===== config.mk =====
export PLATFORM = sky130hd
export DESIGN_NAME = ssac_config
export DESIGN_NICKNAME = d
export VERILOG_FILES = /design/src/design/ssac_pkg.sv /design/src/design/ssac_config.sv
export SDC_FILE = /design/constraint.sdc
export NUM_CORES = 1
export LEC_CHECK = 0
export BUFFER_PORTS_ARGS = -buffer_cell sky130_fd_sc_hd__buf_2
export CAP_MARGIN = 10
export CORE_UTILIZATION = 25
export CTS_BUF_LIST = sky130_fd_sc_hd__clkbuf_8 sky130_fd_sc_hd__clkbuf_16
export DETAILED_ROUTE_END_ITERATION = 7
export PLACE_DENSITY = 0.37
export SLEW_MARGIN = 40
export SYNTH_ARGS = -nofsm -noshare
export SYNTH_HDL_FRONTEND = slang
export SYNTH_SLANG_ARGS = --single-unit

===== constraint.sdc =====
create_clock -name pclk -period 7.05 [get_ports pclk]
set_input_delay 0.705 -clock pclk [delete_from_list [all_inputs] [get_ports pclk]]
set_output_delay 0.705 -clock pclk [all_outputs]
set_load 0.01 [all_outputs]

===== src/design/ssac_pkg.sv =====
// Constants and types for the supercap safety action configuration bank
package ssac_pkg;
   // Safety flag bit positions, shared by both masks and the flags register
   localparam int FLG_WEAK_CAP = 15;
   localparam int FLG_HEALTH_FAIL = 14;
   localparam int FLG_HEALTH_WARN = 13;
   localparam int FLG_HEALTH_LOW = 12;
   localparam int FLG_RSVD_HI = 11;
   localparam int FLG_CHG_OVERTEMP = 10;
   localparam int FLG_CAP_IMBALANCE = 9;
   localparam int FLG_CAP_OVERVOLT = 8;
   localparam int FLG_NVM_ERROR = 7;
   localparam int FLG_RSVD_LO = 6;
   localparam int FLG_FE_COMM_FAIL = 5;
   localparam int FLG_FE_WATCHDOG = 4;
   localparam int FLG_CHG_OVERCUR = 3;
   localparam int FLG_DSG_OVERCUR = 2;
   localparam int FLG_CHG_SHORT = 1;
   localparam int FLG_DSG_SHORT = 0;
   // Front-end control byte fields
   localparam int FE_SHORT_DELAY_DOUBLE_BIT = 5;
   localparam int FE_LOW_SENSE_RANGE_BIT = 4;
   // Register byte addresses on APB
   localparam logic [7:0] ADDR_TRIP_MASK = 8'h00;
   localparam logic [7:0] ADDR_ALERT_MASK = 8'h04;
   localparam logic [7:0] ADDR_FE_CTL = 8'h08;
   localparam logic [7:0] ADDR_MARGIN = 8'h0c;
   localparam logic [7:0] ADDR_V_NOM = 8'h10;
   localparam logic [7:0] ADDR_V_A = 8'h14;
   localparam logic [7:0] ADDR_V_B = 8'h18;
   localparam logic [7:0] ADDR_V_MAX = 8'h1c;
   localparam logic [7:0] ADDR_MAX_DSG = 8'h20;
   localparam logic [7:0] ADDR_MIN_V = 8'h24;
   localparam logic [7:0] ADDR_INTERVAL = 8'h28;
   localparam logic [7:0] ADDR_FLAGS = 8'h2c;
   localparam logic [7:0] ADDR_STATUS = 8'h30;
   // Reset values
   localparam logic [15:0] RST_TRIP_MASK = 16'h0000;
   localparam logic [15:0] RST_ALERT_MASK = 16'h0000;
   localparam logic [7:0] RST_FE_CTL = 8'h00;
   localparam logic [7:0] RST_MARGIN = 8'h0a;
   localparam logic [15:0] RST_V_NOM = 16'h28a0;
   localparam logic [15:0] RST_V_A = 16'h2b75;
   localparam logic [15:0] RST_V_B = 16'h2e63;
   localparam logic [16:0] RST_V_MAX = 17'h1e848;
   localparam logic [15:0] RST_MAX_DSG = 16'h000a;
   localparam logic [15:0] RST_MIN_V = 16'h0fa0;
   localparam logic [7:0] RST_INTERVAL = 8'h02;
   // Value limits
   localparam logic [15:0] LIM_V_CHG = 16'h61a8;
   localparam logic [15:0] LIM_MAX_DSG = 16'h7fff;
   localparam logic [15:0] LIM_MIN_V = 16'h2710;
   localparam logic [7:0] LIM_MARGIN = 8'h64;
   localparam logic [7:0] INTERVAL_TEST_CODE = 8'hfa;
   // Short-circuit threshold ladders, millivolts
   localparam logic [8:0] THR_BASE_MV = 9'h064;
   localparam logic [8:0] THR_STEP_MV = 9'h032;
   // Time figures and cycle counts
   localparam int CLK_HZ = 25000000;
   localparam int TICK_S = 1;
   localparam int SEC_CYCLES = CLK_HZ * TICK_S;
   localparam int WEEK_S = 604800;
   localparam int TEST_INTERVAL_MIN = 10;
   localparam logic [27:0] TEST_INTERVAL_S = 28'(TEST_INTERVAL_MIN * 60);
   localparam logic [27:0] WEEK_S_W = 28'(WEEK_S);
   typedef enum logic [0:0] {LRN_WAIT, LRN_RUN} ssac_learn_t;
endpackage


===== src/design/ssac_config.sv =====
// Safety action masks, front-end control, charge targets and learning scheduler
//
// Contract
// - Trip-masked set flag switches charge FET off
// - Bits 15..8: weak, fail, warn, low, rsvd, ot, imb, ov
// - Bits 7..0: nvm, rsvd, comm, wdog, occ, ocd, scc, scd
// - Alert mask selects flags reported on alert pin
// - Delay-double bit doubles short-circuit delay
// - Low-sense bit halves short-circuit thresholds
// - Both selects low: nominal voltage, limit 25000
// - Select lo only: level A, default 11125
// - Select hi only: level B, default 11875
// - Both selects high: maximum level target
// - Learning bounded by max discharge seconds
// - Margin percent 0..100, default 10
// - Minimum voltage 0..10000, default 4000
// - Learning cycles start periodically
// - Interval in weeks; code 250 means ten minutes
// - Doubling also applies to charge short delay
// - Low-sense codes step 25 mV from 50 mV
`timescale 1ns/1ps
module ssac_config #(
   parameter int SEC_CYCLES_P = ssac_pkg::SEC_CYCLES
) (
   input wire logic pclk,
   input wire logic presetn,
   input wire logic psel,
   input wire logic penable,
   input wire logic pwrite,
   input wire logic [7:0] paddr,
   input wire logic [31:0] pwdata,
   output logic [31:0] prdata,
   output logic pready,
   output logic pslverr,
   input wire logic [15:0] safety_flags,
   input wire logic charge_level_sel_hi,
   input wire logic charge_level_sel_lo,
   input wire logic [3:0] short_delay_code,
   input wire logic [2:0] short_threshold_sel,
   input wire logic learn_done,
   output logic chg_fet_en,
   output logic alert_out,
   output logic [16:0] charge_target_mv,
   output logic [4:0] short_delay_steps,
   output logic [8:0] short_threshold_mv,
   output logic learn_start,
   output logic learn_active,
   output logic [7:0] learn_margin_pct,
   output logic [15:0] learn_min_mv
);
   import ssac_pkg::*;

   typedef struct packed {
      logic [15:0] trip;
      logic [15:0] alert_m;
      logic dbl;
      logic low_sense_range;
      logic [7:0] margin;
      logic [15:0] v_nom;
      logic [15:0] v_a;
      logic [15:0] v_b;
      logic [16:0] v_max;
      logic [15:0] max_dsg;
      logic [15:0] min_v;
      logic [7:0] interval;
      logic [1:0] sel_m;
      logic [1:0] sel;
      logic ack;
      logic [31:0] rdata;
      logic fet;
      logic alert;
      logic [16:0] target;
      logic [4:0] delay;
      logic [8:0] thr;
      logic [24:0] tick_cnt;
      logic [27:0] wait_s;
      logic [15:0] run_s;
      ssac_learn_t lrn;
      logic start;
      logic timeout;
   } ssac_state_t;

   ssac_state_t st_r;
   ssac_state_t st_nxt;
   logic wr_acc;
   logic hit;
   logic sec_tick;
   logic [27:0] interval_s;
   logic [31:0] rd_mux;

   function automatic logic [15:0] sat16(input logic [15:0] v, input logic [15:0] lim);
      sat16 = (v > lim) ? lim : v;
   endfunction

   always_comb begin
      case (paddr)
         ADDR_TRIP_MASK, ADDR_ALERT_MASK, ADDR_FE_CTL, ADDR_MARGIN, ADDR_V_NOM,
         ADDR_V_A, ADDR_V_B, ADDR_V_MAX, ADDR_MAX_DSG, ADDR_MIN_V, ADDR_INTERVAL,
         ADDR_FLAGS, ADDR_STATUS: hit = 1'b1;
         default: hit = 1'b0;
      endcase
   end

   // No wait state, yet read data still comes straight from a flip-flop loaded in the setup phase
   assign pready = psel & penable & st_r.ack;
   assign pslverr = pready & ~hit;
   assign wr_acc = pready & pwrite & hit;
   assign prdata = st_r.rdata;
   assign sec_tick = (st_r.tick_cnt == 25'(SEC_CYCLES_P - 1));
   // Code 250 is a short test interval, anything else counts whole weeks
   assign interval_s = (st_r.interval == INTERVAL_TEST_CODE) ? TEST_INTERVAL_S :
      28'(st_r.interval * WEEK_S_W);

   always_comb begin
      rd_mux = 32'h0000_0000;
      case (paddr)
         ADDR_TRIP_MASK: rd_mux = {16'h0000, st_r.trip};
         ADDR_ALERT_MASK: rd_mux = {16'h0000, st_r.alert_m};
         ADDR_FE_CTL: rd_mux = {26'h0, st_r.dbl, st_r.low_sense_range, 4'h0};
         ADDR_MARGIN: rd_mux = {24'h0, st_r.margin};
         ADDR_V_NOM: rd_mux = {16'h0000, st_r.v_nom};
         ADDR_V_A: rd_mux = {16'h0000, st_r.v_a};
         ADDR_V_B: rd_mux = {16'h0000, st_r.v_b};
         ADDR_V_MAX: rd_mux = {15'h0, st_r.v_max};
         ADDR_MAX_DSG: rd_mux = {16'h0000, st_r.max_dsg};
         ADDR_MIN_V: rd_mux = {16'h0000, st_r.min_v};
         ADDR_INTERVAL: rd_mux = {24'h0, st_r.interval};
         ADDR_FLAGS: rd_mux = {16'h0000, safety_flags};
         ADDR_STATUS: rd_mux = {26'h0, st_r.timeout, st_r.lrn == LRN_RUN, st_r.sel,
            st_r.alert, st_r.fet};
         default: rd_mux = 32'h0000_0000;
      endcase
   end

   always_comb begin
      st_nxt = st_r;
      st_nxt.ack = psel & ~penable;
      if (psel && !penable) begin
         st_nxt.rdata = pwrite ? 32'h0000_0000 : rd_mux;
      end
      if (wr_acc) begin
         case (paddr)
            ADDR_TRIP_MASK: st_nxt.trip = pwdata[15:0];
            ADDR_ALERT_MASK: st_nxt.alert_m = pwdata[15:0];
            ADDR_FE_CTL: begin
               // Reserved bits are not stored, so they always read zero
               st_nxt.dbl = pwdata[FE_SHORT_DELAY_DOUBLE_BIT];
               st_nxt.low_sense_range = pwdata[FE_LOW_SENSE_RANGE_BIT];
            end
            ADDR_MARGIN: st_nxt.margin = (pwdata[7:0] > LIM_MARGIN) ? LIM_MARGIN
               : pwdata[7:0];
            ADDR_V_NOM: st_nxt.v_nom = sat16(pwdata[15:0], LIM_V_CHG);
            ADDR_V_A: st_nxt.v_a = sat16(pwdata[15:0], LIM_V_CHG);
            ADDR_V_B: st_nxt.v_b = sat16(pwdata[15:0], LIM_V_CHG);
            ADDR_V_MAX: st_nxt.v_max = {1'b0, sat16(pwdata[15:0], LIM_V_CHG)};
            ADDR_MAX_DSG: st_nxt.max_dsg = sat16(pwdata[15:0], LIM_MAX_DSG);
            ADDR_MIN_V: st_nxt.min_v = sat16(pwdata[15:0], LIM_MIN_V);
            ADDR_INTERVAL: st_nxt.interval = pwdata[7:0];
            default: begin
            end
         endcase
      end
      // Level selects are pins: two flops before use
      st_nxt.sel_m = {charge_level_sel_hi, charge_level_sel_lo};
      st_nxt.sel = st_r.sel_m;
      // Flags come from same-clock logic, so no synchroniser
      st_nxt.fet = ~|(safety_flags & st_r.trip);
      st_nxt.alert = |(safety_flags & st_r.alert_m);
      case (st_r.sel)
         2'b00: st_nxt.target = {1'b0, st_r.v_nom};
         2'b01: st_nxt.target = {1'b0, st_r.v_a};
         2'b10: st_nxt.target = {1'b0, st_r.v_b};
         default: st_nxt.target = st_r.v_max;
      endcase
      st_nxt.delay = st_r.dbl ? {short_delay_code, 1'b0} : {1'b0, short_delay_code};
      // Halving the base ladder lands on 50 mV + 25 mV steps
      st_nxt.thr = 9'(THR_BASE_MV + 9'(short_threshold_sel) * THR_STEP_MV);
      if (st_r.low_sense_range) begin
         st_nxt.thr = {1'b0, st_nxt.thr[8:1]};
      end
      st_nxt.tick_cnt = sec_tick ? 25'h0 : 25'(st_r.tick_cnt + 25'h1);
      st_nxt.start = 1'b0;
      // Write-one clears the timeout flag; a new timeout below wins
      if (wr_acc && paddr == ADDR_STATUS && pwdata[5]) begin
         st_nxt.timeout = 1'b0;
      end
      case (st_r.lrn)
         LRN_WAIT: begin
            // Interval zero disables automatic learning
            if (interval_s != 28'h0 && st_r.wait_s >= interval_s) begin
               st_nxt.lrn = LRN_RUN;
               st_nxt.start = 1'b1;
               st_nxt.wait_s = 28'h0;
               st_nxt.run_s = 16'h0;
            end else if (sec_tick) begin
               st_nxt.wait_s = 28'(st_r.wait_s + 28'h1);
            end
         end
         LRN_RUN: begin
            if (learn_done) begin
               st_nxt.lrn = LRN_WAIT;
            end else if (st_r.run_s >= st_r.max_dsg) begin
               st_nxt.lrn = LRN_WAIT;
               st_nxt.timeout = 1'b1;
            end else if (sec_tick) begin
               st_nxt.run_s = 16'(st_r.run_s + 16'h1);
            end
         end
         default: st_nxt.lrn = LRN_WAIT;
      endcase
   end

   always_ff @(posedge pclk or negedge presetn) begin
      if (!presetn) begin
         st_r <= '{trip: RST_TRIP_MASK, alert_m: RST_ALERT_MASK,
            dbl: RST_FE_CTL[FE_SHORT_DELAY_DOUBLE_BIT], low_sense_range: RST_FE_CTL[FE_LOW_SENSE_RANGE_BIT],
            margin: RST_MARGIN, v_nom: RST_V_NOM, v_a: RST_V_A, v_b: RST_V_B, v_max: RST_V_MAX,
            max_dsg: RST_MAX_DSG, min_v: RST_MIN_V, interval: RST_INTERVAL, sel_m: 2'b00,
            sel: 2'b00, ack: 1'b0, rdata: 32'h0, fet: 1'b1, alert: 1'b0, target: 17'h0,
            delay: 5'h0, thr: 9'h0, tick_cnt: 25'h0, wait_s: 28'h0, run_s: 16'h0,
            lrn: LRN_WAIT, start: 1'b0, timeout: 1'b0};
      end else begin
         st_r <= st_nxt;
      end
   end

   assign chg_fet_en = st_r.fet;
   assign alert_out = st_r.alert;
   assign charge_target_mv = st_r.target;
   assign short_delay_steps = st_r.delay;
   assign short_threshold_mv = st_r.thr;
   assign learn_start = st_r.start;
   assign learn_active = (st_r.lrn == LRN_RUN);
   assign learn_margin_pct = st_r.margin;
   assign learn_min_mv = st_r.min_v;
endmodule // ssac_config


==> impl_results.md, run 1 <==
* Status: complete, no violations
* First-pass GRT wire length at roughly 82 mm
* Initial antenna violation count at 6
* DR iter-0 viols at 919
* CTS tree: yes
* WS Path Type: flip-flop to flip-flop
* Combinational power share at 4.6%
* Minimum clock period at between 6000 and 7000 ps
* Reg2Reg Capture Point: st_r[6]
* Number of global-route vias before repair at 12618
* Number of synthesized flops with an enable pin at 0
* Main synth FF type: dfrtp_1
* Avg WL per Cell at 21.2 µm
* Critical Path RT at 7530 ps
* Final setup fails at 0
* Synth cell types at 81
* FP Rows at 92
* Gr ovfl total at 0
* Final worst path period share at about nine tenths
* Pre-antenna DRT Iters at 6
* Cells after synthesis at 1601
* Sequential fraction of design power at ~44%
* Final HPWL DP at 39.4 mm
* Total GRT Usage at ~17%
* CTS resizes at 0
* Top cell type by total area after synthesis: dfrtp_1
* Most common cell in the netlist: dfrtp_1
* Final Core Density at between 20% and 30%
* Reg2Reg Setup Slack at approximately 640 ps
* Largest net degree at the start of global routing at 62
* Die area at around 65000 µm²
* Core area at between 60000 and 70000 µm²
* Synth top cells by count: 234 x dfrtp_1, 196 x nand2_1, 151 x o21ai_0
* Final net count at between 1500 and 2000
* Sequential share of the synthesized area at 43.0%
* Hold_buf cts at 0
* R2R depth at 23
* Setup TNS at 0 ps
* Synth top area share at 36.5%
* Final Max Tran Viols at 0
* Setup crit end kind: flip-flop
* Internal at between 0.002 and 0.003 W
* DR vias at between 10000 and 15000
* Worst-Margin Slew at 911 ps
* Cells after DPL at 2485
* Port bufs at ~130
* Skew final at roughly 32 ps
* Fin. Hold Viols at 0
* Initial Util at ~25%
* Clock Tree Buf Depth at 3
* CTS sink count at about 270
* Synthesized flop and latch total at between 200 and 300
* Reg2reg start: st_r[147]
* CTS clk-pin slew, worst paths at roughly 60 ps
* Post-route ant nets at 0
* Latest clock arrival within the worst-skew pair at 570 ps
* Crit path max fanout at 12
* Fraction of layout cells with a size suffix above 1 at 21.0%
* LEAKAGE at between 8 and 9 nW
* Ranking of synthesized cells by area: dfrtp_1 36%, ha_1 8.6%, dfstp_2 6.5%
* Die height at 255 µm
* Yosys warns at 0
* Worst Hold Class: input pin to asynchronous set/reset pin
* # IOs at roughly 160
* Worst IR Drop VDD at around 130 µV
* Clock share of power at 51.2%
* Layout area overhead at 15.6%
* Arrival time worst endpoint at 6890 ps
* CP Launch Type: flip-flop
* Worst slew margin at between 30% and 40%
* Syn avg cell area at approximately 10 µm²
* Maxcap violations at 0
* # DRC at 0
* Post-Route WL at 54.1 mm
* Sw Ratio at 24.4%
* Pwr Total at between 0.003 and 0.004 W
* Mapped Area at about 16000 µm²
* Vias/cell at between 4 and 5
* P_sw at ~0.00088 W
* Pwr dens at 193 nW/µm²
* H-tree Lvls at 2
* CTS Buf Count at 38
* Die extent in x at roughly 260 µm
* RePlAce Congestion at 0.857
* Non-Filler Instances at approximately 2600
* Clock root cell: clkbuf_16
* # Post-CTS Setup Buffers at 0
* Fillers at about 6600
* F_max at between 0.15 and 0.2 GHz
* Asr flop ratio synth at 100%
* RSZ-0062 raised after global routing: false
## power groups by stage
stage | logic [W] | clock network (W) | registers [W]
3_3_place_gp | 0.000161 | 0 | 0.00161
6_report | 0.000164 | 0.00184 | 0.00159
5_1_grt | 0.000181 | 0.00197 | 0.00159
3_5_place_dp | 0.000167 | 0 | 0.00161
2_1_floorplan | 0.0000727 | 0 | 0.00161
4_1_cts | 0.000168 | 0.00192 | 0.00159
## how the worst max path moves through the flow
stage,endpoint,slack [ps],startpoint,depth (start not counted)
global placement,st_r[6],600,st_r[144],23
global route,st_r[6],260,st_r[144],23
finish,st_r[6],640,st_r[147],23
floorplan,st_r[3],1420,st_r[147],23
detailed placement,st_r[6],570,st_r[147],23
CTS,st_r[6],550,st_r[147],23
## final cells by class
type                    instances  area [µm²]  share of cell area, %
diodes                          3        7.51                 0.0405
clock buffers                  44        1030                   5.57
clock inverters                25         160                  0.863
inverters                      67         251                   1.36
multi-input cells            1127        8110                   43.7
flip-flops and latches        274        6910                   37.2
well taps                     846        1060                   5.71
repair buffers                171        1030                   5.53
## through the flow
stage	worst slack (ps)	hold slack [ps]	cell area [µm²]
3_3_place_gp	600	347	17200
4_1_cts	550	73.2	18500
6_report	635	68.7	18600
5_1_grt	262	96.6	18500
3_5_place_dp	571	343	17300
2_1_floorplan	1420	331	16100
## placed cells by master, fill, tap and decap left out, drive strengths merged, types with 44 or more instances in the layout
cell type    n
buf        171
o21ai      154
clkbuf      44
nand2      196
dfrtp      234
ha         110
a22oi       48
nand3       48
inv         81
nor2       110
## per-layer routing
layer  global-route usage (%)  wire length [µm]  up-vias
met4                     7.16              2090        4
met5                        0                22        -
li1                         -                 -     5830
met3                     3.06              2460       94
met1                     21.9             24600     6190
met2                     26.4             25000      322
## cells by family (layout without fill, tap and decap cells)
logic type               count (synthesis)  in the layout  synth area share (%)
flip-flops                             274            274                  43.0
XOR/XNOR                                52             52                  2.84
buffers and inverters                  214            307                  7.16
adder cells (fa/ha/maj)                128            128                  10.8
multiplexers                            65             65                  5.66
other                                    1             18                0.0234
AND/OR/NAND/NOR                        493            493                  14.6
AO/OA/AOI/OAI                          374            374                  15.8
## registers in the layout, indices dropped and copies added, names as in the netlist
signal	flops
learn_start	1
chg_fet_en	1
short_threshold_mv	9
short_delay_steps	5
learn_active	1
alert_out	1
st_r	196
prdata	17
learn_min_mv	16
charge_target_mv	17
learn_margin_pct	8
st_nxt	2
## critical path, stage by stage, from the launching register on
cell and delay [ps]:
dfrtp_1 550, fa_1 600, inv_1 50, fa_1 510, inv_1 50, ha_1 310
fa_1 490, ha_1 410, and3_4 230, a31o_4 260, nor2_1 110, nand2_1 70
xnor2_1 170, nand2b_1 160, ha_1 290, a21o_1 160, a21o_1 170, a21oi_1 220
o211a_1 180, o41ai_1 90, a221o_1 430, o31ai_4 120, o21a_1 490, a2bb2oi_1 210
(Power assumes the default switching activity.)
==> run 2, diff against run 1 <==
- CELL_PAD_IN_SITES_DETAIL_PLACEMENT: default -> 1
- CELL_PAD_IN_SITES_GLOBAL_PLACEMENT: default -> 1
- PLACE_DENSITY: 0.37 -> 0.45
==> run 2 against run 1 <==
Final cell count is essentially flat; via count rose by 1.1%; global-route usage up 0.97 points; wire length grew 5.5%; utilization is essentially flat; hold slack improved by 70 ps; critical path depth unchanged; fmax up 0.45%; total power rose by 1.0%; non-clock buffer count increased by 4; register-to-register slack better by 30 ps; critical path type unchanged.
==> impl_results.md, run 2 (synthesis gave the netlist of run 1 again) <==
* Fillers at between 7000 and 8000
* LEAKAGE at roughly 8.7 nW
* Clock share of power at just over 50%
* Total GRT Usage at 17.6%
* Fin. Hold Viols at 0
* Status: complete, no violations
* # DRC at 0
* RSZ-0062 raised after global routing: false
* FP Rows at between 90 and 100
* DR iter-0 viols at between 700 and 800
* Post-route ant nets at 0
* CTS clk-pin slew, worst paths at ~60 ps
* Die extent in x at about 260 µm
* Worst-Margin Slew at just under 900 ps
* Skew final at 23.9 ps
* Final Max Tran Viols at 0
* Latest clock arrival within the worst-skew pair at ~570 ps
* CTS tree: yes
* Post-Place Worst Slack at ~630 ps
* Most frequent cells in the layout: 234 x dfrtp_1, 196 x nand2_1, 151 x o21ai_0
* Core area at approximately 63000 µm²
* Antenna cells at 0
* Die area at about 65000 µm²
* Crit path max fanout at 16
* Final net count at 1881
* RePlAce Congestion at between 0.8 and 0.9
* Gr ovfl total at 0
* Number of global-route vias before repair at ~13000
* Minimum clock period at roughly 6400 ps
* Pwr dens at 195 nW/µm²
* Avg WL per Cell at ~22 µm
* F_max at roughly 0.16 GHz
* Sequential fraction of design power at 43.8%
* Final worst path period share at approximately 91%
* Clock Tree Buf Depth at 3
* H-tree Lvls at 2
* # Post-CTS Setup Buffers at 0
* First-pass GRT wire length at 87.5 mm
* Worst Setup SP: st_r[149]
* Worst IR Drop VDD at ~160 µV
* P_sw at 0.000895 W
* Port bufs at 132
* Max reg flops at just under 200
* Hold_buf cts at 0
* Arrival time worst endpoint at a little under 7000 ps
* Initial Util at 25.4%
* Final HPWL DP at between 40 and 50 mm
* Combinational power share at under 10%
* Layout area overhead at 15.8%
* WS Path Type: flip-flop to flip-flop
* Die height at between 200 and 300 µm
* Vias/cell at between 4 and 5
* Setup TNS at 0 ps
* # IOs at 164
* Pre-antenna DRT Iters at 8
* Maxcap violations at 0
* Clock root cell: clkbuf_16
* Sw Ratio at between 20 and 25%
* Final setup fails at 0
* Fraction of layout cells with a size suffix above 1 at between 20% and 30%
* DR vias at roughly 13000
* Setup crit end kind: flip-flop
* CTS sink count at between 200 and 300
* Critical Path RT at approximately 7500 ps
* Post-Route WL at 57.1 mm
* CTS resizes at 0
* Biggest register: st_r
* Largest net degree at the start of global routing at 140
* Reg2reg start: st_r[149]
* Worst slew margin at approximately two fifths
* Initial antenna violation count at 4
* CTS Buf Count at 37
* Worst Hold Class: input pin to asynchronous set/reset pin
* Commonest non-fill, non-tap cell in the layout: dfrtp_1
* Internal at between 0.002 and 0.003 W
* Fin worst setup slack at approximately 660 ps
* CP Launch Type: flip-flop
-- run 2: cell count changes in the layout (fill, tap and decap cells not counted), moves of 2 or more --
cell	change
buf_6	+4
clkinv_2	-4
diode_2	-3
buf_16	-2
buf_4	+2
-- run 2: critical path: stages (launching register included) --
cell and delay [ps]:
dfrtp_1 520, fa_1 540, inv_1 50, fa_1 500
inv_1 40, ha_1 300, fa_1 500, ha_1 410
and3_4 230, a31o_4 260, nor2_1 120, nand2_1 80
xnor2_1 170, nand2b_1 160, ha_1 290, a21o_1 160
a21o_1 170, a21oi_1 220, o211a_1 180, o41ai_1 80
a221o_1 430, o311a_1 330, buf_4 290, o31ai_1 250
-- run 2: power groups by stage --
stage	combinational (W)	clock (W)	sequential [W]
after floorplan	0.0000727	0	0.00161
after global placement	0.000162	0	0.00161
after detailed placement	0.000165	0	0.00161
after CTS	0.000166	0.00195	0.00159
after global routing	0.000179	0.00200	0.00159
final	0.000163	0.00187	0.00159
-- run 2: final cells by class --
type / instances / area (µm²) / area share (%)
multi-input combinational: 1127 / 8120 / 43.7
sequential: 274 / 6910 / 37.2
tap: 846 / 1060 / 5.70
timing repair buffer: 175 / 1030 / 5.55
clock buffer: 43 / 1010 / 5.43
inverter: 67 / 251 / 1.35
clock inverter: 23 / 206 / 1.11
-- run 2: per-layer routing --
layer / GRT usage [%] / up-vias / part of all wire, %
li1: - / 5834 / -
met4: 4.13 / 6 / 1.8
met3: 2.87 / 70 / 3.7
met2: 29.6 / 243 / 48
met1: 23.3 / 6423 / 46
met5: 0 / - / 0.081
-- run 2: worst paths after layout --
| check | slack [ps] | to | cells after the start |
|---|---|---|---|
| max | 660 | st_r[20] | 23 |
| min | 140 | short_threshold_mv[8] | 1 |
| max reg2reg | 660 | st_r[20] | 23 |
| min reg2reg | 350 | st_r[139] | 0 |
| max in group asynchronous | 5610 | st_r[31] | 3 |
| min in group pclk | 250 | st_nxt[139] | 1 |
-- run 2: through the flow --
step           hold WS, ps  utilization, %  instance area (µm²)  instances  total power (W)
6_report               138            29.3                18600       2555          0.00362
3_5_place_dp           336            27.4                17300       2488          0.00178
4_1_cts                157            29.3                18600       2554          0.00370
3_3_place_gp           332            27.3                17300       2480          0.00178
5_1_grt                178            29.3                18600       2555          0.00377
2_1_floorplan          331               -                16100       1615          0.00169
